`config.mk`:
```
export PLATFORM = sky130hd
export DESIGN_NAME = ars_autorange
export DESIGN_NICKNAME = d
export VERILOG_FILES = /design/src/hdl/ars_pkg.sv /design/src/hdl/ars_shift_if.sv /design/src/hdl/ars_range_shifter.sv /design/src/hdl/ars_autorange.sv
export SDC_FILE = /design/constraint.sdc
export NUM_CORES = 1
export LEC_CHECK = 0
export BUFFER_PORTS_ARGS = -buffer_cell sky130_fd_sc_hd__buf_2
export CAP_MARGIN = 20
export CORE_MARGIN = 2
export CORE_UTILIZATION = 48
export DETAILED_ROUTE_END_ITERATION = 10
export GPL_TIMING_DRIVEN = 0
export MAX_ROUTING_LAYER = met4
export PLACE_DENSITY = 0.8
export SYNTH_ARGS = -nofsm -noshare
export SYNTH_HDL_FRONTEND = slang
export SYNTH_SLANG_ARGS = --single-unit
```
`constraint.sdc`:
```
create_clock -name CLK_IN -period 5.35 [get_ports CLK_IN]
set_clock_uncertainty 0.15 [all_clocks]
set_input_delay 1.07 -clock CLK_IN [delete_from_list [all_inputs] [get_ports CLK_IN]]
set_output_delay 1.07 -clock CLK_IN [all_outputs]
set_load 0.05 [all_outputs]
```
`src/hdl/ars_pkg.sv`:
```
/*
 Constants shared by the auto-range scale selector: register map, field
 positions, reset values, operating modes and AXI4-Lite response codes.
 Assumes a 32-bit AXI4-Lite register bus with byte addresses.
*/
package ars_pkg;
    localparam int POS_W = 4;
    localparam int ADDR_W = 8;
    localparam int DATA_W = 32;
    localparam int STRB_W = 4;

    // Register positions A to D, A in bit 0
    localparam int IDX_A = 0;
    localparam int IDX_B = 1;
    localparam int IDX_C = 2;
    localparam int IDX_D = 3;

    // Single zero bit at D, the highest voltage scale, is the safe start
    localparam logic [POS_W-1:0] POS_RESET = 4'h7;
    // Fill bits entering the register when the zero bit moves
    localparam logic [POS_W-1:0] FILL_LOW = 4'h1;
    localparam logic [POS_W-1:0] FILL_HIGH = 4'h8;
    localparam logic [POS_W-1:0] POS_ALL_ONES = 4'hF;

    typedef enum logic [1:0] {
        ARS_VOLTS_DIRECT_MODE,
        ARS_VOLTS_ALTERNATING_MODE,
        ARS_OHMS_MODE,
        ARS_MODE_SPARE
    } ars_mode_e;

    localparam logic [ADDR_W-1:0] OFF_CTRL = 8'h00;
    localparam logic [ADDR_W-1:0] OFF_STATUS = 8'h04;
    localparam logic [ADDR_W-1:0] OFF_POSITION = 8'h08;

    // CTRL fields
    localparam int CTRL_AUTO_BIT = 0;
    localparam int CTRL_MODE_LSB = 1;
    localparam int CTRL_MODE_MSB = 2;
    localparam logic CTRL_AUTO_RESET = 1'b1;

    // STATUS fields
    localparam int STAT_POS_LSB = 0;
    localparam int STAT_POS_MSB = 3;
    localparam int STAT_OVER_BIT = 4;
    localparam int STAT_UNDER_BIT = 5;
    localparam int STAT_END_BIT = 6;
    localparam int STAT_CNT_LSB = 8;
    localparam int STAT_CNT_MSB = 15;
    localparam int CNT_W = 8;

    // POSITION fields
    localparam int POSN_LSB = 0;
    localparam int POSN_MSB = 1;
    localparam int SEL_W = 2;

    localparam logic [1:0] RESP_OKAY = 2'h0;
    localparam logic [1:0] RESP_SLVERR = 2'h2;
endpackage

```
`src/hdl/ars_shift_if.sv`:
```
/*
 Request and state wires between the auto-range controller and the
 scale shift register. Assumes both ends share one clock.
*/
interface ars_shift_if;
    logic toward_d;
    logic toward_a;
    logic load;
    logic [ars_pkg::SEL_W-1:0] load_sel;
    logic [ars_pkg::POS_W-1:0] pos;

    modport ctrl (output toward_d, output toward_a, output load, output load_sel, input pos);
    modport store (input toward_d, input toward_a, input load, input load_sel, output pos);
endinterface

```
`src/hdl/ars_range_shifter.sv`:
```
/*
 Four-position shift register holding a single zero bit that marks the
 active scale. Assumes the controller never asks for two moves at once.
*/
module ars_range_shifter (
    input wire logic clk_in,
    input wire logic rst_in,
    ars_shift_if.store sr
);
    logic [ars_pkg::POS_W-1:0] pos;
    logic [ars_pkg::POS_W-1:0] next_pos;

    always_comb begin
        next_pos = pos;
        if (sr.load) begin
            next_pos = ars_pkg::POS_ALL_ONES;
            next_pos[sr.load_sel] = 1'b0;
        end else if (sr.toward_d && sr.pos[ars_pkg::IDX_D]) begin
            next_pos = (pos << 1) | ars_pkg::FILL_LOW;
        end else if (sr.toward_a && sr.pos[ars_pkg::IDX_A]) begin
            next_pos = (pos >> 1) | ars_pkg::FILL_HIGH;
        end
    end

    always_ff @(posedge clk_in) begin
        if (rst_in) begin
            pos <= ars_pkg::POS_RESET;
        end else begin
            pos <= next_pos;
        end
    end

    assign sr.pos = pos;
endmodule // ars_range_shifter

```
`src/hdl/ars_autorange.sv`:
```
/*
 Auto-range scale selector with AXI4-Lite registers: steps a single zero
 bit across four scales on converter over/under-range reports and drives
 the divider relays, decimal points and range indicator.
 Assumes conversion reports are synchronous to CLK_IN, with CONV_DONE_IN
 a one-cycle pulse qualifying OVER_RANGE_IN and UNDER_RANGE_IN.
*/
// The AXI4-Lite slave port and the register addresses were left to the implementer.
// What this block does
// - Exactly one zero bit among positions A-D selects relay and decimal point.
// - Each conversion with only one range flag set moves the zero bit one step; in range or both flags holds it.
// - Volts: B lights left point, C middle, A or D right.
// - Ohms: D or A lights left point, C middle, B right.
// - Range indicator follows position A to split shared-point scales.
// - A move past either end is blocked so the zero bit never leaves.
module ars_autorange (
    input wire logic CLK_IN,
    input wire logic SYS_RST_IN,
    input wire logic [ars_pkg::ADDR_W-1:0] AXI_AWADDR_IN,
    input wire logic AXI_AWVALID_IN,
    output logic AXI_AWREADY_OUT,
    input wire logic [ars_pkg::DATA_W-1:0] AXI_WDATA_IN,
    input wire logic [ars_pkg::STRB_W-1:0] AXI_WSTRB_IN,
    input wire logic AXI_WVALID_IN,
    output logic AXI_WREADY_OUT,
    output logic [1:0] AXI_BRESP_OUT,
    output logic AXI_BVALID_OUT,
    input wire logic AXI_BREADY_IN,
    input wire logic [ars_pkg::ADDR_W-1:0] AXI_ARADDR_IN,
    input wire logic AXI_ARVALID_IN,
    output logic AXI_ARREADY_OUT,
    output logic [ars_pkg::DATA_W-1:0] AXI_RDATA_OUT,
    output logic [1:0] AXI_RRESP_OUT,
    output logic AXI_RVALID_OUT,
    input wire logic AXI_RREADY_IN,
    input wire logic CONV_DONE_IN,
    input wire logic OVER_RANGE_IN,
    input wire logic UNDER_RANGE_IN,
    output logic [ars_pkg::POS_W-1:0] RELAY_OUT,
    output logic POINT_LEFT_OUT,
    output logic POINT_MIDDLE_OUT,
    output logic POINT_RIGHT_OUT,
    output logic RANGE_LOW_OUT
);
    ars_shift_if sr ();

    ars_range_shifter u_shifter (
        .clk_in(CLK_IN),
        .rst_in(SYS_RST_IN),
        .sr(sr.store)
    );

    // Bus slave state
    logic aw_held, next_aw_held;
    logic [ars_pkg::ADDR_W-1:0] aw_addr, next_aw_addr;
    logic w_held, next_w_held;
    logic [ars_pkg::DATA_W-1:0] w_data, next_w_data;
    logic [ars_pkg::STRB_W-1:0] w_strb, next_w_strb;
    logic bvalid, next_bvalid;
    logic [1:0] bresp, next_bresp;
    logic rvalid, next_rvalid;
    logic [1:0] rresp, next_rresp;
    logic [ars_pkg::DATA_W-1:0] rdata, next_rdata;

    // Control and status state
    logic auto_en, next_auto_en;
    ars_pkg::ars_mode_e mode, next_mode;
    logic last_over, next_last_over;
    logic last_under, next_last_under;
    logic end_hit, next_end_hit;
    logic [ars_pkg::CNT_W-1:0] shift_cnt, next_shift_cnt;

    // Output state
    logic [ars_pkg::POS_W-1:0] relay, next_relay;
    logic point_left, next_point_left;
    logic point_middle, next_point_middle;
    logic point_right, next_point_right;
    logic range_low, next_range_low;

    logic do_write;
    logic wr_lane0;
    logic ohms;
    logic conv;
    logic blocked;
    logic [ars_pkg::POS_W-1:0] zero;
    logic [ars_pkg::SEL_W-1:0] zero_idx;
    logic [ars_pkg::DATA_W-1:0] rd_mux;
    logic rd_hit;

    assign zero = ~sr.pos;
    assign ohms = (mode == ars_pkg::ARS_OHMS_MODE);
    assign conv = CONV_DONE_IN && auto_en;

    // Ohm ladder runs opposite to the voltage ladder, so over-range heads to A there
    always_comb begin
        sr.toward_d = 1'b0;
        sr.toward_a = 1'b0;
        if (conv && (OVER_RANGE_IN != UNDER_RANGE_IN)) begin
            sr.toward_d = ohms ? UNDER_RANGE_IN : OVER_RANGE_IN;
            sr.toward_a = ohms ? OVER_RANGE_IN : UNDER_RANGE_IN;
        end
    end

    assign blocked = (sr.toward_d && !sr.pos[ars_pkg::IDX_D]) ||
                     (sr.toward_a && !sr.pos[ars_pkg::IDX_A]);

    always_comb begin
        zero_idx = '0;
        for (int i = 0; i < ars_pkg::POS_W; i++) begin
            if (zero[i]) begin
                zero_idx = i[ars_pkg::SEL_W-1:0];
            end
        end
    end

    // Write channel: address and data may arrive in either order
    assign AXI_AWREADY_OUT = !aw_held && !bvalid;
    assign AXI_WREADY_OUT = !w_held && !bvalid;
    assign do_write = aw_held && w_held && !bvalid;
    assign wr_lane0 = do_write && w_strb[0];

    always_comb begin
        next_aw_held = aw_held;
        next_aw_addr = aw_addr;
        next_w_held = w_held;
        next_w_data = w_data;
        next_w_strb = w_strb;
        next_bvalid = bvalid;
        next_bresp = bresp;
        if (AXI_AWVALID_IN && AXI_AWREADY_OUT) begin
            next_aw_held = 1'b1;
            next_aw_addr = AXI_AWADDR_IN;
        end
        if (AXI_WVALID_IN && AXI_WREADY_OUT) begin
            next_w_held = 1'b1;
            next_w_data = AXI_WDATA_IN;
            next_w_strb = AXI_WSTRB_IN;
        end
        if (do_write) begin
            next_aw_held = 1'b0;
            next_w_held = 1'b0;
            next_bvalid = 1'b1;
            if ((aw_addr == ars_pkg::OFF_CTRL) || (aw_addr == ars_pkg::OFF_STATUS) ||
                (aw_addr == ars_pkg::OFF_POSITION)) begin
                next_bresp = ars_pkg::RESP_OKAY;
            end else begin
                next_bresp = ars_pkg::RESP_SLVERR;
            end
        end
        if (bvalid && AXI_BREADY_IN) begin
            next_bvalid = 1'b0;
        end
    end

    // Manual scale selection only while auto-ranging is off
    always_comb begin
        sr.load = wr_lane0 && (aw_addr == ars_pkg::OFF_POSITION) && !auto_en;
        sr.load_sel = w_data[ars_pkg::POSN_MSB:ars_pkg::POSN_LSB];
    end

    always_comb begin
        next_auto_en = auto_en;
        next_mode = mode;
        next_last_over = last_over;
        next_last_under = last_under;
        next_end_hit = end_hit;
        next_shift_cnt = shift_cnt;
        if (wr_lane0 && (aw_addr == ars_pkg::OFF_CTRL)) begin
            next_auto_en = w_data[ars_pkg::CTRL_AUTO_BIT];
            next_mode = ars_pkg::ars_mode_e'(w_data[ars_pkg::CTRL_MODE_MSB:ars_pkg::CTRL_MODE_LSB]);
        end
        if (wr_lane0 && (aw_addr == ars_pkg::OFF_STATUS) && w_data[ars_pkg::STAT_END_BIT]) begin
            next_end_hit = 1'b0;
        end
        if (blocked) begin
            next_end_hit = 1'b1;
        end
        if (CONV_DONE_IN) begin
            next_last_over = OVER_RANGE_IN;
            next_last_under = UNDER_RANGE_IN;
        end
        if ((sr.toward_d || sr.toward_a) && !blocked) begin
            next_shift_cnt = shift_cnt + 1'b1;
        end
    end

    // Read channel: one cycle from address to data
    always_comb begin
        rd_hit = 1'b1;
        rd_mux = '0;
        case (AXI_ARADDR_IN)
            ars_pkg::OFF_CTRL: begin
                rd_mux[ars_pkg::CTRL_AUTO_BIT] = auto_en;
                rd_mux[ars_pkg::CTRL_MODE_MSB:ars_pkg::CTRL_MODE_LSB] = mode;
            end
            ars_pkg::OFF_STATUS: begin
                rd_mux[ars_pkg::STAT_POS_MSB:ars_pkg::STAT_POS_LSB] = sr.pos;
                rd_mux[ars_pkg::STAT_OVER_BIT] = last_over;
                rd_mux[ars_pkg::STAT_UNDER_BIT] = last_under;
                rd_mux[ars_pkg::STAT_END_BIT] = end_hit;
                rd_mux[ars_pkg::STAT_CNT_MSB:ars_pkg::STAT_CNT_LSB] = shift_cnt;
            end
            ars_pkg::OFF_POSITION: begin
                rd_mux[ars_pkg::POSN_MSB:ars_pkg::POSN_LSB] = zero_idx;
            end
            default: begin
                rd_hit = 1'b0;
            end
        endcase
    end

    assign AXI_ARREADY_OUT = !rvalid;

    always_comb begin
        next_rvalid = rvalid;
        next_rdata = rdata;
        next_rresp = rresp;
        if (AXI_ARVALID_IN && AXI_ARREADY_OUT) begin
            next_rvalid = 1'b1;
            next_rdata = rd_mux;
            next_rresp = rd_hit ? ars_pkg::RESP_OKAY : ars_pkg::RESP_SLVERR;
        end else if (rvalid && AXI_RREADY_IN) begin
            next_rvalid = 1'b0;
        end
    end

    // Relay drive, one per position
    for (genvar g = 0; g < ars_pkg::POS_W; g++) begin : g_relay
        assign next_relay[g] = zero[g];
    end

    always_comb begin
        if (ohms) begin
            next_point_left = zero[ars_pkg::IDX_D] || zero[ars_pkg::IDX_A];
            next_point_middle = zero[ars_pkg::IDX_C];
            next_point_right = zero[ars_pkg::IDX_B];
        end else begin
            next_point_left = zero[ars_pkg::IDX_B];
            next_point_middle = zero[ars_pkg::IDX_C];
            next_point_right = zero[ars_pkg::IDX_A] || zero[ars_pkg::IDX_D];
        end
        next_range_low = zero[ars_pkg::IDX_A];
    end

    always_ff @(posedge CLK_IN) begin
        if (SYS_RST_IN) begin
            aw_held <= 1'b0;
            aw_addr <= '0;
            w_held <= 1'b0;
            w_data <= '0;
            w_strb <= '0;
            bvalid <= 1'b0;
            bresp <= ars_pkg::RESP_OKAY;
            rvalid <= 1'b0;
            rresp <= ars_pkg::RESP_OKAY;
            rdata <= '0;
            auto_en <= ars_pkg::CTRL_AUTO_RESET;
            mode <= ars_pkg::ARS_VOLTS_DIRECT_MODE;
            last_over <= 1'b0;
            last_under <= 1'b0;
            end_hit <= 1'b0;
            shift_cnt <= '0;
            relay <= '0;
            point_left <= 1'b0;
            point_middle <= 1'b0;
            point_right <= 1'b0;
            range_low <= 1'b0;
        end else begin
            aw_held <= next_aw_held;
            aw_addr <= next_aw_addr;
            w_held <= next_w_held;
            w_data <= next_w_data;
            w_strb <= next_w_strb;
            bvalid <= next_bvalid;
            bresp <= next_bresp;
            rvalid <= next_rvalid;
            rresp <= next_rresp;
            rdata <= next_rdata;
            auto_en <= next_auto_en;
            mode <= next_mode;
            last_over <= next_last_over;
            last_under <= next_last_under;
            end_hit <= next_end_hit;
            shift_cnt <= next_shift_cnt;
            relay <= next_relay;
            point_left <= next_point_left;
            point_middle <= next_point_middle;
            point_right <= next_point_right;
            range_low <= next_range_low;
        end
    end

    assign AXI_BVALID_OUT = bvalid;
    assign AXI_BRESP_OUT = bresp;
    assign AXI_RVALID_OUT = rvalid;
    assign AXI_RRESP_OUT = rresp;
    assign AXI_RDATA_OUT = rdata;
    assign RELAY_OUT = relay;
    assign POINT_LEFT_OUT = point_left;
    assign POINT_MIDDLE_OUT = point_middle;
    assign POINT_RIGHT_OUT = point_right;
    assign RANGE_LOW_OUT = range_low;

    property p_one_zero;
        @(posedge CLK_IN) disable iff (SYS_RST_IN)
        ($countones(zero) == 1) && ($countones(RELAY_OUT) <= 1);
    endproperty
    a_one_zero: assert property (p_one_zero) else $error("Zero bit count not one");

    property p_step_d;
        @(posedge CLK_IN) disable iff (SYS_RST_IN)
        (sr.toward_d && sr.pos[ars_pkg::IDX_D]) |=> (sr.pos == (($past(sr.pos) << 1) | ars_pkg::FILL_LOW))
            ##1 (RELAY_OUT == ~$past(sr.pos));
    endproperty
    a_step_d: assert property (p_step_d) else $error("Step toward D wrong");

    property p_step_a;
        @(posedge CLK_IN) disable iff (SYS_RST_IN)
        (sr.toward_a && sr.pos[ars_pkg::IDX_A]) |=> (sr.pos == (($past(sr.pos) >> 1) | ars_pkg::FILL_HIGH));
    endproperty
    a_step_a: assert property (p_step_a) else $error("Step toward A wrong");

    property p_hold_in_range;
        @(posedge CLK_IN) disable iff (SYS_RST_IN)
        (CONV_DONE_IN && !OVER_RANGE_IN && !UNDER_RANGE_IN && auto_en) |=> $stable(sr.pos);
    endproperty
    a_hold_in_range: assert property (p_hold_in_range) else $error("Scale moved on in-range reading");

    property p_points_volts;
        @(posedge CLK_IN) disable iff (SYS_RST_IN)
        ($past(mode) != ars_pkg::ARS_OHMS_MODE) |-> (POINT_LEFT_OUT == RELAY_OUT[ars_pkg::IDX_B]) &&
            (POINT_MIDDLE_OUT == RELAY_OUT[ars_pkg::IDX_C]) &&
            (POINT_RIGHT_OUT == (RELAY_OUT[ars_pkg::IDX_A] || RELAY_OUT[ars_pkg::IDX_D]));
    endproperty
    a_points_volts: assert property (p_points_volts) else $error("Volt decimal point wrong");

    property p_points_ohms;
        @(posedge CLK_IN) disable iff (SYS_RST_IN)
        ($past(mode) == ars_pkg::ARS_OHMS_MODE) |-> (POINT_RIGHT_OUT == RELAY_OUT[ars_pkg::IDX_B]) &&
            (POINT_MIDDLE_OUT == RELAY_OUT[ars_pkg::IDX_C]) &&
            (POINT_LEFT_OUT == (RELAY_OUT[ars_pkg::IDX_A] || RELAY_OUT[ars_pkg::IDX_D]));
    endproperty
    a_points_ohms: assert property (p_points_ohms) else $error("Ohm decimal point wrong");

    property p_range_low;
        @(posedge CLK_IN) disable iff (SYS_RST_IN)
        RANGE_LOW_OUT == !$past(sr.pos[ars_pkg::IDX_A]);
    endproperty
    a_range_low: assert property (p_range_low) else $error("Range indicator not following A");

    property p_end_gate;
        @(posedge CLK_IN) disable iff (SYS_RST_IN)
        blocked |=> $stable(sr.pos) && end_hit;
    endproperty
    a_end_gate: assert property (p_end_gate) else $error("Zero bit pushed past range end");

    property p_reset_pos;
        @(posedge CLK_IN) disable iff (SYS_RST_IN)
        $fell(SYS_RST_IN) |-> (sr.pos == ars_pkg::POS_RESET) ##1 (RELAY_OUT == ~ars_pkg::POS_RESET);
    endproperty
    a_reset_pos: assert property (p_reset_pos) else $error("Reset position wrong");
endmodule // ars_autorange

```
==> impl_metrics.toml <==
[clock_network]
insertion_delay_ps = 330
cts_resized = 0
path_clk_slew_ps = 60
htree_levels = 3
clock-sinks = 58
postCtsSetupBuffers = 0
cts_buffers = 9
root_buffer = "clkbuf_8"
cts_hold_buf = 0
cts_tree = "yes"
clockBufferDepth = 2

[sta]
fin_hold_ws_ps = 316
setup_viol = 0
final-max-slew-violation-count = 0
min_period_ps = 2350
hold_viol = 0
tightest_slew_ps = 504
period_share_pct = 43.9
tns_ps = 0
rsz0062_at_grt = "no"
relSlewSlack_pct = 66.4
fmax_mhz = 426

[routing]
wirelength_um = 5720
via_per_inst = 5.03
wl_per_cell_um = 12.2
vias = 2354
dr.pass1.iters = 4
drc = 0
drt_iter0_markers = 224
drtAntennaViolNets = 0

[floorplan]
initial_core_util_pct = 50.3
core_area_sq_um = 5140
rows = 26
die_area_sq_um = 5990
die_x_um = 77.4
fp.dieH_um = 77.4
pin_count = 111

[final_layout]
final_cell_mix = "buf_2 (61), dfxtp_1 (58), nor2_1 (45)"
drive_above_1_share_pct = 26.6
areaGrowthSynthToFinish_pct = 24.9
diodes = 0
mostFrequentLayoutCell = "buf_2"
final_nets = 456

[power_and_ir_drop]
p_int_mw = 0.736
combPwrFrac_pct = 15.1
clkPwrFrac_pct = 39.3
swShare_pct = 27.3
powerDensity_nw_per_um2 = 313
switchingPower_mw = 0.276
power_frac_seq_pct = 45.6
ir_worst_vdd_uv = 174
p_leak_nw = 1.46
total_power_mw = 1.01

[grt]
grt_pass1_wl_um = 9340
globalRoute.busiestLayer = "met2"
grtUsageMet3_pct = 5.81
antenna_found_initial = 0
met1_usage_pct = 24.6
first_global_vias = 2086
grt-ovfl-total = 0
grt_max_degree = 11
met2_usage_pct = 30.8
globalRouteTotalUtil_pct = 20.4

[synthesis]
synthFlopType = "dfxtp_1"
avgSynthCellArea_sq_um = 8.46
ys_types = 45
synth-async-reset-ratio_pct = 0
ys_warn_count = 0
synth_seq_cells = 58
netlist_area_sq_um = 2590
synth-edff-count = 0
syn_inst = 306
seq_area_frac_synth_pct = 44.9
netlist.top_cell.by_area = "dfxtp_1"
synth_top_area_share_pct = 44.9
yosys-top-cells-area = "dfxtp_1 (45%), nor2_1 (6.5%), buf_4 (6.4%)"

[worst_setup_path]
arrival_ps = 1130
crit_type = "reg2out"
startpoint_type = "register"
critPathMaxFanout = 6
worstPathRequired_ps = 4130
critPathCaptureType = "output pin"

[placement]
gp_congestion = 0.899
dp_hpwl_um = 4260
place.port_buffers = 58

[job]
drv_cap = 0

[run_status]
status = "finished clean"

[min_path]
worstHoldPathType = "reg2reg"
-- cell families (layout without fill, tap and decap cells) --
| family | after synthesis | in the layout | synth area share (%) |
|---|---|---|---|
| multiplexers | 13 | 13 | 5.22 |
| buffers and inverters | 47 | 121 | 10.4 |
| AO/OA/AOI/OAI | 68 | 68 | 16.7 |
| other | 1 | 19 | 0.145 |
| XOR/XNOR | 1 | 1 | 0.339 |
| flip-flops | 58 | 58 | 44.9 |
| AND/OR/NAND/NOR | 117 | 117 | 21.8 |
| adder cells (fa/ha/maj) | 1 | 1 | 0.483 |
-- routing by layer --
layer / vias up / routed length [um] / part of all wire, %
li1: 1196 / - / -
met1: 1045 / 2570 / 45
met2: 99 / 2550 / 45
met3: 14 / 465 / 8.1
met4: 0 / 132 / 2.3
met5: - / 0 / 0
-- cell type report --
type / instances / area [sq um]
sequential: 58 / 1160
inverter: 9 / 33.8
clock inverter: 2 / 35.0
tap: 70 / 87.6
fill: 461 / 1910
multi-input combinational: 219 / 1220
clock buffer: 14 / 163
timing repair buffer: 58 / 290
buffer: 38 / 236
-- cells in the mapped netlist, types with 3 or more instances --
master / instances
a211oi_1: 3
nand4_1: 3
nand2_1: 33
clkbuf_1: 12
dfxtp_1: 58
or3_1: 3
a22oi_1: 13
nor2b_1: 3
buf_4: 22
nand3_1: 7
nor2_1: 45
nor4_1: 3
inv_1: 9
a21oi_1: 24
o31ai_1: 4
o21ai_0: 14
or4_1: 3
mux2i_1: 11
buf_2: 3
nor3_1: 5
-- final timing paths --
check / end / cells past startpoint / startpoint / slack, ps
setup / recovery: AXI_AWREADY_OUT / 2 / AXI_BVALID_OUT / 3000
hold / removal: aw_addr[7] / 2 / aw_addr[7] / 320
setup reg to reg: shift_cnt[6] / 7 / mode[1] / 3370
hold reg to reg: aw_addr[7] / 2 / aw_addr[7] / 320
-- power groups by stage --
stage	Combinational [mW]	Clock, mW	Sequential, mW
final	0.153	0.398	0.461
after global placement	0.149	0	0.470
after detailed placement	0.152	0	0.471
after CTS	0.152	0.409	0.461
after floorplan	0.106	0	0.482
after global routing	0.165	0.431	0.463
-- state kept, by name, summed over array words and instances, names as in the netlist, 2 cells and up --
name / flops
mode: 2
w_data: 4
aw_addr: 8
AXI_RDATA_OUT: 15
u_shifter.sr.pos: 4
shift_cnt: 8
RELAY_OUT: 4
-- stage by stage --
step                setup slack [ps]  cell area (sq um)  utilization [%]  instances
floorplan                       2850               2660                -        324
global placement                2720               3030             59.0        452
detailed placement              2680               3030             59.0        452
CTS                             2980               3230             62.9        468
global route                    2770               3230             62.9        468
finish                          3000               3230             62.9        468
-- worst max-delay path, stage by stage, from the launching register on --
cell,delay [ps]
dfxtp_1,350
nor2_1,160
buf_2,290
(Power assumes the default switching activity.)
